--- config.mk ---
export PLATFORM = sky130hd
export DESIGN_NAME = gwic_top
export DESIGN_NICKNAME = d
export VERILOG_FILES = /design/src/hw/gwic_pkg.sv /design/src/hw/gwic_top.sv /design/src/hw/gwic_line_detect.sv
export VERILOG_INCLUDE_DIRS = /design/src /design/src/hw
export SDC_FILE = /design/constraint.sdc
export NUM_CORES = 1
export LEC_CHECK = 0
export BUFFER_PORTS_ARGS = -buffer_cell sky130_fd_sc_hd__buf_2
export CORE_ASPECT_RATIO = 0.6
export CORE_MARGIN = 3
export CORE_UTILIZATION = 49
export DETAILED_ROUTE_END_ITERATION = 12
export GPL_TIMING_DRIVEN = 0
export PLACE_DENSITY_LB_ADDON = 0.05
export SLEW_MARGIN = 20
export SYNTH_ARGS = -nofsm -noshare
export SYNTH_HDL_FRONTEND = slang
export SYNTH_HIERARCHICAL = 1
export SYNTH_SLANG_ARGS = --single-unit
--- constraint.sdc ---
create_clock -name ref_clk_in -period 3.1 [get_ports ref_clk_in]
set_input_delay 0.465 -clock ref_clk_in [delete_from_list [all_inputs] [get_ports ref_clk_in]]
set_output_delay 0.465 -clock ref_clk_in [all_outputs]
set_load 0.005 [all_outputs]
--- src/hw/gwic_defines.svh ---
// Address map, field layout, reset values and mode codes of the wake block.
`ifndef GWIC_DEFINES_SVH
`define GWIC_DEFINES_SVH

// ----------------------------------------------------------------------
// Register byte addresses
// ----------------------------------------------------------------------
`define GWIC_ADDR_CFG      12'ha24
`define GWIC_ADDR_CLR      12'ha30
`define GWIC_ADDR_STAT     12'ha40
`define GWIC_ADDR_MASK     12'ha44

// ----------------------------------------------------------------------
// Field layout and reset values
// ----------------------------------------------------------------------
`define GWIC_NUM_LINES     4
`define GWIC_FIELD_W       4
`define GWIC_EN_OFS        3
`define GWIC_MODE_W        3
`define GWIC_CFG_W         16
`define GWIC_CLR_LSB       4
`define GWIC_CFG_RST       16'h0000
`define GWIC_FLAG_RST      4'h0
`define GWIC_MASK_RST      4'h0
`define GWIC_RD_ZERO       32'h0000_0000
`define GWIC_EN_MASK       16'h8888

// ----------------------------------------------------------------------
// Trigger mode codes
// ----------------------------------------------------------------------
`define GWIC_MODE_RISE     3'h0
`define GWIC_MODE_FALL     3'h1
`define GWIC_MODE_BOTH     3'h2
`define GWIC_MODE_HIGH     3'h3
`define GWIC_MODE_LOW      3'h4
`define GWIC_MODE_FALL_A   3'h5
`define GWIC_MODE_BOTH_A   3'h6
`define GWIC_MODE_HIGH_A   3'h7

`endif

--- src/hw/gwic_pkg.sv ---
// Types shared by the wake and interrupt configuration block.
package gwic_pkg;

  // Decoded trigger kind, one bit per kind.
  typedef enum logic [4:0] {
    GWIC_TRIG_RISE = 5'h01,
    GWIC_TRIG_FALL = 5'h02,
    GWIC_TRIG_BOTH = 5'h04,
    GWIC_TRIG_HIGH = 5'h08,
    GWIC_TRIG_LOW  = 5'h10
  } gwic_trig_e;

  // Configuration of one line as it sits in the register.
  typedef struct packed {
    logic       enable;
    logic [2:0] mode;
  } gwic_line_cfg_s;

  // One Avalon request as seen by the slave.
  typedef struct packed {
    logic        read;
    logic        write;
    logic [11:0] address;
    logic [3:0]  byteenable;
    logic [31:0] writedata;
  } gwic_av_req_s;

endpackage : gwic_pkg

--- src/hw/gwic_top.sv ---
// Wake and interrupt configuration for external lines on pins 4 to 7.
//
// The Avalon-MM register port is this design's own decision.
`include "gwic_defines.svh"

// Contract
// - Config register at 0xa24 resets to zero: lines disabled, rising mode.
// - Bit 15 enables line 7; matching pin 7 activity flags and wakes.
// - Bits 14:12 hold line 7 trigger mode applied to pin 7.
// - Bit 11 enables line 6; matching pin 6 activity flags and wakes.
// - Bits 10:8 hold line 6 trigger mode for pin 6.
// - Bit 7 enables line 5; matching pin 5 activity flags and wakes.
// - Bits 6:4 hold line 5 trigger mode for pin 5.
// - Bit 3 enables line 4; matching pin 4 activity flags and wakes.
// - Bits 2:0 hold line 4 trigger mode for pin 4.
// - Modes 000 rise, 001 fall, 010 either, 011 high, 100 low.
// - Codes 101, 110, 111 alias fall, either edge and high.
// - A disabled line never raises a flag nor wakes the device.
// - Writing one to a clear bit drops the flag; clear bit self-clears.
module gwic_top
  import gwic_pkg::*;
#(
  parameter int NUM_LINES = `GWIC_NUM_LINES
)
(
  input  wire logic                 ref_clk_in,
  input  wire logic                 rst_n_in,
  input  wire logic [11:0]          avs_address_in,
  input  wire logic                 avs_read_in,
  input  wire logic                 avs_write_in,
  input  wire logic [3:0]           avs_byteenable_in,
  input  wire logic [31:0]          avs_writedata_in,
  output logic      [31:0]          avs_readdata_out,
  output logic                      avs_waitrequest_out,
  input  wire logic [NUM_LINES-1:0] gpio_pins_in,
  output logic      [NUM_LINES-1:0] line_flags_out,
  output logic                      wake_out,
  output logic                      irq_out
);

  // ----------------------------------------------------------------------
  // State
  // ----------------------------------------------------------------------
  gwic_av_req_s          req;
  logic [`GWIC_CFG_W-1:0] cfg;
  logic [`GWIC_CFG_W-1:0] next_cfg;
  logic [NUM_LINES-1:0]  flags;
  logic [NUM_LINES-1:0]  mask;
  logic [NUM_LINES-1:0]  hits;
  logic [NUM_LINES-1:0]  clr_bits;
  logic [NUM_LINES-1:0]  line_en;
  logic [NUM_LINES-1:0]  next_line_en;
  logic [NUM_LINES-1:0]  next_flags;
  logic                  accept;
  logic                  wr_cfg;
  logic                  wr_clr;
  logic                  wr_stat;
  logic                  wr_mask;
  logic [31:0]           next_readdata;

  assign req.read       = avs_read_in;
  assign req.write      = avs_write_in;
  assign req.address    = avs_address_in;
  assign req.byteenable = avs_byteenable_in;
  assign req.writedata  = avs_writedata_in;

  // ----------------------------------------------------------------------
  // Per-line detectors
  // ----------------------------------------------------------------------
  genvar gi;
  generate
    for (gi = 0; gi < NUM_LINES; gi++)
    begin : g_line
      gwic_line_cfg_s lcfg;

      assign lcfg.enable = cfg[gi*`GWIC_FIELD_W + `GWIC_EN_OFS];
      assign lcfg.mode   = cfg[gi*`GWIC_FIELD_W +: `GWIC_MODE_W];
      assign line_en[gi] = lcfg.enable;
      assign next_line_en[gi] = next_cfg[gi*`GWIC_FIELD_W + `GWIC_EN_OFS];

      gwic_line_detect u_detect (
        .ref_clk_in (ref_clk_in),
        .rst_n_in   (rst_n_in),
        .pin_in     (gpio_pins_in[gi]),
        .cfg_in     (lcfg),
        .hit_out    (hits[gi])
      );
    end
  endgenerate

  // ----------------------------------------------------------------------
  // Avalon slave
  // ----------------------------------------------------------------------
  // A request is answered one cycle after it is seen, so waitrequest
  // falls for exactly one cycle and the access completes on that edge.
  assign accept  = (req.read | req.write) & ~avs_waitrequest_out;
  assign wr_cfg  = accept & req.write & (req.address == `GWIC_ADDR_CFG);
  assign wr_clr  = accept & req.write & (req.address == `GWIC_ADDR_CLR)
                   & req.byteenable[0];
  assign wr_stat = accept & req.write & (req.address == `GWIC_ADDR_STAT)
                   & req.byteenable[0];
  assign wr_mask = accept & req.write & (req.address == `GWIC_ADDR_MASK)
                   & req.byteenable[0];

  // Both the clear register and the status register drop flags.
  assign clr_bits =
    (wr_clr ? req.writedata[`GWIC_CLR_LSB +: NUM_LINES] : '0) |
    (wr_stat ? req.writedata[NUM_LINES-1:0] : '0);

  always_comb
  begin
    next_readdata = `GWIC_RD_ZERO;
    case (req.address)
      `GWIC_ADDR_CFG:  next_readdata[`GWIC_CFG_W-1:0] = cfg;
      `GWIC_ADDR_STAT: next_readdata[NUM_LINES-1:0] = flags;
      `GWIC_ADDR_MASK: next_readdata[NUM_LINES-1:0] = mask;
      // Clear bits self-clear, so they always read back as zero.
      `GWIC_ADDR_CLR:  next_readdata = `GWIC_RD_ZERO;
      default:         next_readdata = `GWIC_RD_ZERO;
    endcase
  end

  always_ff @(posedge ref_clk_in)
  begin
    if (!rst_n_in)
    begin
      avs_waitrequest_out <= 1'b1;
    end
    else if ((req.read | req.write) && avs_waitrequest_out)
    begin
      avs_waitrequest_out <= 1'b0;
    end
    else
    begin
      avs_waitrequest_out <= 1'b1;
    end
  end

  // Read data holds until the next answer replaces it.
  always_ff @(posedge ref_clk_in)
  begin
    if (!rst_n_in)
    begin
      avs_readdata_out <= `GWIC_RD_ZERO;
    end
    else if ((req.read | req.write) && avs_waitrequest_out)
    begin
      avs_readdata_out <= next_readdata;
    end
  end

  // ----------------------------------------------------------------------
  // Configuration and mask registers
  // ----------------------------------------------------------------------
  // The enables of the value being written are needed in the same cycle,
  // so that a line switched off cannot leave a flag or a wake behind.
  always_comb
  begin
    next_cfg = cfg;
    if (wr_cfg)
    begin
      if (req.byteenable[0])
      begin
        next_cfg[7:0] = req.writedata[7:0];
      end
      if (req.byteenable[1])
      begin
        next_cfg[15:8] = req.writedata[15:8];
      end
    end
  end

  always_ff @(posedge ref_clk_in)
  begin
    if (!rst_n_in)
    begin
      cfg <= `GWIC_CFG_RST;
    end
    else
    begin
      cfg <= next_cfg;
    end
  end

  always_ff @(posedge ref_clk_in)
  begin
    if (!rst_n_in)
    begin
      mask <= `GWIC_MASK_RST;
    end
    else if (wr_mask)
    begin
      mask <= req.writedata[NUM_LINES-1:0];
    end
  end

  // ----------------------------------------------------------------------
  // Flags, wake and interrupt
  // ----------------------------------------------------------------------
  // A hit in the same cycle as a clear keeps the flag set. A line that is
  // switched off drops its flag so it can no longer hold the wake request.
  assign next_flags =
    ((flags & ~clr_bits) | hits) & next_line_en;

  always_ff @(posedge ref_clk_in)
  begin
    if (!rst_n_in)
    begin
      flags <= `GWIC_FLAG_RST;
    end
    else
    begin
      flags <= next_flags;
    end
  end

  always_ff @(posedge ref_clk_in)
  begin
    if (!rst_n_in)
    begin
      line_flags_out <= `GWIC_FLAG_RST;
    end
    else
    begin
      line_flags_out <= next_flags;
    end
  end

  always_ff @(posedge ref_clk_in)
  begin
    if (!rst_n_in)
    begin
      wake_out <= 1'b0;
    end
    else
    begin
      wake_out <= |next_flags;
    end
  end

  // A new mask acts one cycle after its write: the interrupt is built from
  // the mask that stood before the edge.
  always_ff @(posedge ref_clk_in)
  begin
    if (!rst_n_in)
    begin
      irq_out <= 1'b0;
    end
    else
    begin
      irq_out <= |(next_flags & mask);
    end
  end
endmodule : gwic_top

--- src/hw/gwic_line_detect.sv ---
// Pin synchroniser and trigger detector for one external line.
`include "gwic_defines.svh"

module gwic_line_detect
  import gwic_pkg::*;
(
  input  wire logic           ref_clk_in,
  input  wire logic           rst_n_in,
  input  wire logic           pin_in,
  input  wire gwic_line_cfg_s cfg_in,
  output logic                hit_out
);

  // ----------------------------------------------------------------------
  // Mode decode
  // ----------------------------------------------------------------------
  function automatic gwic_trig_e decode_mode(input logic [2:0] mode);
    case (mode)
      `GWIC_MODE_RISE:   decode_mode = GWIC_TRIG_RISE;
      `GWIC_MODE_FALL:   decode_mode = GWIC_TRIG_FALL;
      `GWIC_MODE_BOTH:   decode_mode = GWIC_TRIG_BOTH;
      `GWIC_MODE_HIGH:   decode_mode = GWIC_TRIG_HIGH;
      `GWIC_MODE_LOW:    decode_mode = GWIC_TRIG_LOW;
      `GWIC_MODE_FALL_A: decode_mode = GWIC_TRIG_FALL;
      `GWIC_MODE_BOTH_A: decode_mode = GWIC_TRIG_BOTH;
      `GWIC_MODE_HIGH_A: decode_mode = GWIC_TRIG_HIGH;
      default:           decode_mode = GWIC_TRIG_RISE;
    endcase
  endfunction : decode_mode

  // ----------------------------------------------------------------------
  // Synchroniser and previous sample
  // ----------------------------------------------------------------------
  logic       pin_meta;
  logic       pin_sync;
  logic       pin_prev;
  gwic_trig_e trig;
  logic       rise;
  logic       fall;

  // The first stage feeds only the second one, never the detector.
  always_ff @(posedge ref_clk_in)
  begin
    if (!rst_n_in)
    begin
      pin_meta <= 1'b0;
      pin_sync <= 1'b0;
      pin_prev <= 1'b0;
    end
    else
    begin
      pin_meta <= pin_in;
      pin_sync <= pin_meta;
      pin_prev <= pin_sync;
    end
  end

  // ----------------------------------------------------------------------
  // Trigger match
  // ----------------------------------------------------------------------
  assign trig = decode_mode(cfg_in.mode);
  assign rise = pin_sync & ~pin_prev;
  assign fall = ~pin_sync & pin_prev;

  always_comb
  begin
    hit_out = 1'b0;
    if (cfg_in.enable)
    begin
      case (trig)
        GWIC_TRIG_RISE: hit_out = rise;
        GWIC_TRIG_FALL: hit_out = fall;
        GWIC_TRIG_BOTH: hit_out = rise | fall;
        GWIC_TRIG_HIGH: hit_out = pin_sync;
        GWIC_TRIG_LOW:  hit_out = ~pin_sync;
        default:        hit_out = 1'b0;
      endcase
    end
  end
endmodule : gwic_line_detect

; ---- Word level (Yosys, flattened, before mapping)
; Memory sizes are Yosys's and may differ from the RTL's. A register that Yosys moved wholly into a read port is not among the register bits.
; Index checks and enable logic that the tools add are counted.
[op_classes]
mux = 24
bitwise = 37
n_reduce_logical = 5
n_eq_ne = 24
[ops]
columns = op, count
row1 = $eq 12x12->1 const B, 4
row2 = $mux 3, 8
row3 = $eq 5x1->1 const B, 4
row4 = $eq 5x2->1 const B, 4
row5 = $eq 5x3->1 const B, 4
row6 = $eq 5x4->1 const B, 4
row7 = $eq 5x5->1 const B, 4
row8 = $pmux 1 s5, 4
row9 = $and 1x1->1, 17
row10 = $mux 16, 1
row11 = $mux 8, 2
row12 = $and 4x4->4, 3
row13 = $mux 12, 1
row14 = $pmux 4 s3, 1
row15 = $not 1->1, 9
row16 = $mux 4, 2
row17 = $or 4x4->4, 2
row18 = $reduce_or 4->1, 2
row19 = $mux 1, 5
row20 = $or 1x1->1, 5
row21 = $not 4->4, 1
row22 = $reduce_and 2->1, 2
row23 = $logic_and 1x1->1, 1
[totals]
inputBits = 56
ff_bits = 55
mem_count = 4
mem_bits_ro = 160
[memory_table]
columns = memory, words, width, rd, rd_ports_with_merged_regs, wr, line_no
row1 = (name not given), 8, 5, 1, 1, 0, gwic_line_detect.sv:18  ; case (mode)
row2 = (name not given), 8, 5, 1, 1, 0, gwic_line_detect.sv:18
row3 = (name not given), 8, 5, 1, 1, 0, gwic_line_detect.sv:18
row4 = (name not given), 8, 5, 1, 1, 0, gwic_line_detect.sv:18

; ---- Longest topological paths before layout
[logic_depth]
word_depth = 13
ltp_mapped = 9
depth_no_buf = 9

; ---- Modules after synthesis
; The synthesis kept the hierarchy.
[by_module_without_submodules]
columns = module, area_each_um2, n_inst, cells_each
row1 = gwic_top, 2015.7, 1, 220
row2 = gwic_line_detect at g_line[0].u_detect ..., 162.7, 2, 18
row3 = gwic_line_detect at g_line[1].u_detect ..., 161.4, 2, 17

; ---- Least setup slack after synthesis
; No wires, ideal clock.
[synth_timing]
kind = input -> register
start = input avs_address_in[1]
end = register wake_out
cell_stages = 8
setup_slack_ps = 223
arrival_ps = 2752
setup_time_ps = 125
n_path_buf = 2
cell_sequence = or4_4 -> buf_6 -> or4_4 -> buf_6 -> nor2_8 -> mux2i_1 -> nor2_1 -> o41a_1
[synth_via]
elab_chain_len = 10
word_cells_on_any_way = 17
cone_classes = eq/ne (3) / mux (3) / bitwise (10) / reduce/logical (1)
[synth_rtl]
columns = item, line_no
row1 = from (decl), gwic_top.sv:28  ; input wire logic [11:0] avs_address_in,
row2 = $eq 12x12->1 (no source line), -
row3 = $and 1x1->1 (on tied branches) (2 in a row), "gwic_top.sv:98, gwic_top.sv:100"
row4 = $mux 4 (on tied branches), "gwic_top.sv:107, gwic_top.sv:108"
row5 = $or 4x4->4, gwic_top.sv:107  ; (wr_clr ? req.writedata[`GWIC_CLR_LSB +: NUM_LINES] : '0) |
row6 = $not 4->4, gwic_top.sv:203  ; ((flags & ~clr_bits) | hits) & next_line_en;
row7 = $and 4x4->4, gwic_top.sv:203
row8 = $or 4x4->4, gwic_top.sv:203
row9 = $and 4x4->4 (*), gwic_top.sv:203
row10 = $reduce_or 4->1 (*), gwic_top.sv:237  ; wake_out <= |next_flags;
row11 = to (signal assigned), gwic_top.sv:237
row12 = to (decl), gwic_top.sv:37  ; output logic wake_out,
; Every way passes the cells marked *; elsewhere a longest branch is shown, timed or not.
; A chain may end at the register's enable or synchronous reset.

; ---- Worst setup path in the final report
; Ends and elaborated chain as after synthesis.

==> impl_metrics.yaml <==
pwr:
  power_density_nw_per_um2: 390
  p_leak_nw: 1.36
  ir_drop_v: 0.000236
logic_synthesis:
  yosys_warnings: 6
  async_flop_share_pct: 0
  synth.top_cell.area_share_pct: 41.3
  synth_edf_count: 0
  syn_area_per_cell_um2: 9.19
  syn-cell-area_um2: 2660
  yosysSeqAreaShare_pct: 41.3
  ys_seq_elements: 55
  synthTopCellsByArea: "dfxtp_1, mux2i_1, a21oi_1"
  ys.flop_type: "dfxtp_1"
  synth.distinct_cells: 45
  synth_top_area_cell: "dfxtp_1"
  synth_cells: 290
die:
  die-area_um2: 6390
  fp.dieW_um: 101
  die_h_um: 63.1
  core_area_um2: 5150
  start_util_pct: 51.7
  rows: 20
  io_pins: 95
min_path:
  worstHoldStart: "gpio_pins_in[2]"
  min_path_cells: 2
  hold_path_class: "input port to register"
critical_path:
  worstReg2RegStart: "g_line[2].u_detect/pin_sync"
  worstSetupStartpointType: "input port"
  crit_path_end: "wake_out"
  required_ns: 3.29
  worstSetupStartpoint: "avs_address_in[1]"
  critical_path_class: "input port to register"
  crit_fanout: 7
  reg2regPathDepth: 9
  reg2reg_to: "wake_out"
  r2r_slack_ns: 1.04
  end_kind: "register"
  arrival_ns: 3.01
timing:
  rsz0062_at_grt: "false"
  fmax_mhz: 354
  layout_min_cycle_time_ns: 2.83
  slew_headroom_pct: 62.0
  tns_ns: 0
  fin_hold_ws_ns: 0.359
  hold_violations: 0
  fin_skew_ns: 0.00643
  maxSlewViolCount: 0
  worst_slew_pin_slew_ns: 0.566
  setup_viol: 0
  period_share_pct: 91.1
status:
  outcome: "finished, final reports clean"
clock_network:
  ctsResizeCount: 0
  cts_setup_buffers: 0
  cts_hold_repair.buffers: 0
  cts_buffers: 5
  cts_htree_levels: 2
  cts_root_buf: "clkbuf_8"
  path_clk_slew_ns: 0.09
  cts_tree: "done"
  insertion_delay_ns: 0.30
  cts.sinks: 55
  clockBufferDepth: 2
route:
  first_pass_iters: 4
  wirelength_um: 6230
  dr_total_vias: 2285
  drcViolationCount: 0
  ant_nets: 0
  drt_iter0_markers: 172
  wl_per_cell_um: 14.2
  via_per_inst: 5.21
layout:
  num-nets-final: 436
  insertedDiodeCount: 0
  fill_cells: 487
  syn_to_final_growth_pct: 20.2
  fin_util_pct: 62.1
  stdcell_count: 439
  drive_gt1_share_pct: 27.6
  stdcell_area_um2: 3200
placement:
  place_area_um2: 3100
  dpl.cell_count: 431
  gp_congestion: 0.905
  port_buffers: 60
  dp_hpwl_um: 4950
global_routing:
  grt_max_degree: 18
  overflow: 0
  grt_use_total_pct: 19.7
  grt_pass1_wl_um: 9850
  antenna_found_initial: 0
  grt_pass1_vias: 1944
flow_run:
  max_cap_viol_count: 0
==> how the worst min path moves through the flow <==
stage,to
2_1_floorplan,g_line[0].u_detect/pin_sync
3_3_place_gp,g_line[2].u_detect/pin_sync
3_5_place_dp,g_line[3].u_detect/pin_sync
4_1_cts,g_line[2].u_detect/pin_meta
5_1_grt,g_line[1].u_detect/pin_meta
6_report,g_line[2].u_detect/pin_meta
==> stage by stage <==
| stage | power (mW) | setup WS (ns) |
|---|---|---|
| global placement | 0.839 | -0.0518 |
| CTS | 1.25 | 0.275 |
| detailed placement | 0.841 | -0.0405 |
| floorplan | 0.796 | 0.223 |
| finish | 1.25 | 0.275 |
| global route | 1.30 | 0.196 |
==> synthesized netlist by cell type, drive strengths merged (2+ instances only) <==
master,number
nor4,4
o22ai,4
a211oi,4
nor3,3
nand3b,6
clkbuf,6
a21o,3
a221oi,2
a21oi,25
or3b,2
mux2i,17
a2bb2oi,4
nor2,26
nand2b,5
inv,10
nand3,13
buf,20
dfxtp,55
o21ai,7
o41ai,2
nand2,28
ha,8
or4,2
a22o,4
nor2b,5
and2,15
==> area by class of cell <==
class / instances / area, um2 / share of cell area [%]
well taps: 66 / 82.6 / 2.58
multi-input cells: 214 / 1410 / 43.9
flip-flops and latches: 55 / 1100 / 34.4
inverters: 10 / 37.5 / 1.17
plain buffers: 26 / 174 / 5.43
clock buffers: 8 / 100 / 3.13
repair buffers: 60 / 300 / 9.38
==> registers in the layout, summed over array words and instances, names as in the netlist <==
name,flops
g_line.u_detect/pin_meta,4
line_flags_out,4
g_line.u_detect/pin_sync,4
avs_waitrequest_out,1
wake_out,1
cfg,16
avs_readdata_out,16
mask,4
g_line.u_detect/pin_prev,4
irq_out,1
==> cells in the final DEF, fill, tap and decap left out, drive strengths merged, types with 2 or more instances in the layout <==
cell type and instances:
and2 15, nand2b 5, buf 80, or4 2, or3b 2, nand2 28, o22ai 4, a221oi 2
a21oi 25, a2bb2oi 4, o21ai 7, a22o 4, nor3 3, dfxtp 55, mux2i 17, nor2 26
conb 16, inv 10, nand3 13, o41ai 2, a211oi 4, a21o 3, clkbuf 14, ha 8
nand3b 6, nor2b 5, nor4 4
==> metal layers <==
metal | global-route usage (%) | routed length [um] | share of wire [%]
met1 | 32.6 | 3140 | 50
met2 | 25.4 | 2340 | 38
met3 | 4.09 | 716 | 11
met4 | 4.31 | 36 | 0.58
met5 | 0 | 0 | 0
==> critical path: stages <==
cell and delay (ns):
buf_2 0.10, or4_4 0.52, buf_6 0.15, or4_4 0.53, buf_6 0.17, nor2_8 0.20, mux2i_1 0.34, nor2_1 0.09
o41a_1 0.44
==> kinds of logic after synthesis <==
logic type	count (synthesis)	share of synthesized area (%)
DFF	55	41.3
buffers and inverters	36	7.94
AOI/OAI and AO/OA	62	16.2
and+or+nand+nor	111	24.2
muxes	17	6.39
other	1	0.141
adders and majority gates	8	3.76
==> where the power goes <==
part	switching (mW)	internal (mW)	leakage, nW
Sequential	0.00434	0.713	0.445
Clock	0.219	0.204	0.0515
Combinational	0.0607	0.0477	0.865
(Power assumes the default switching activity.)
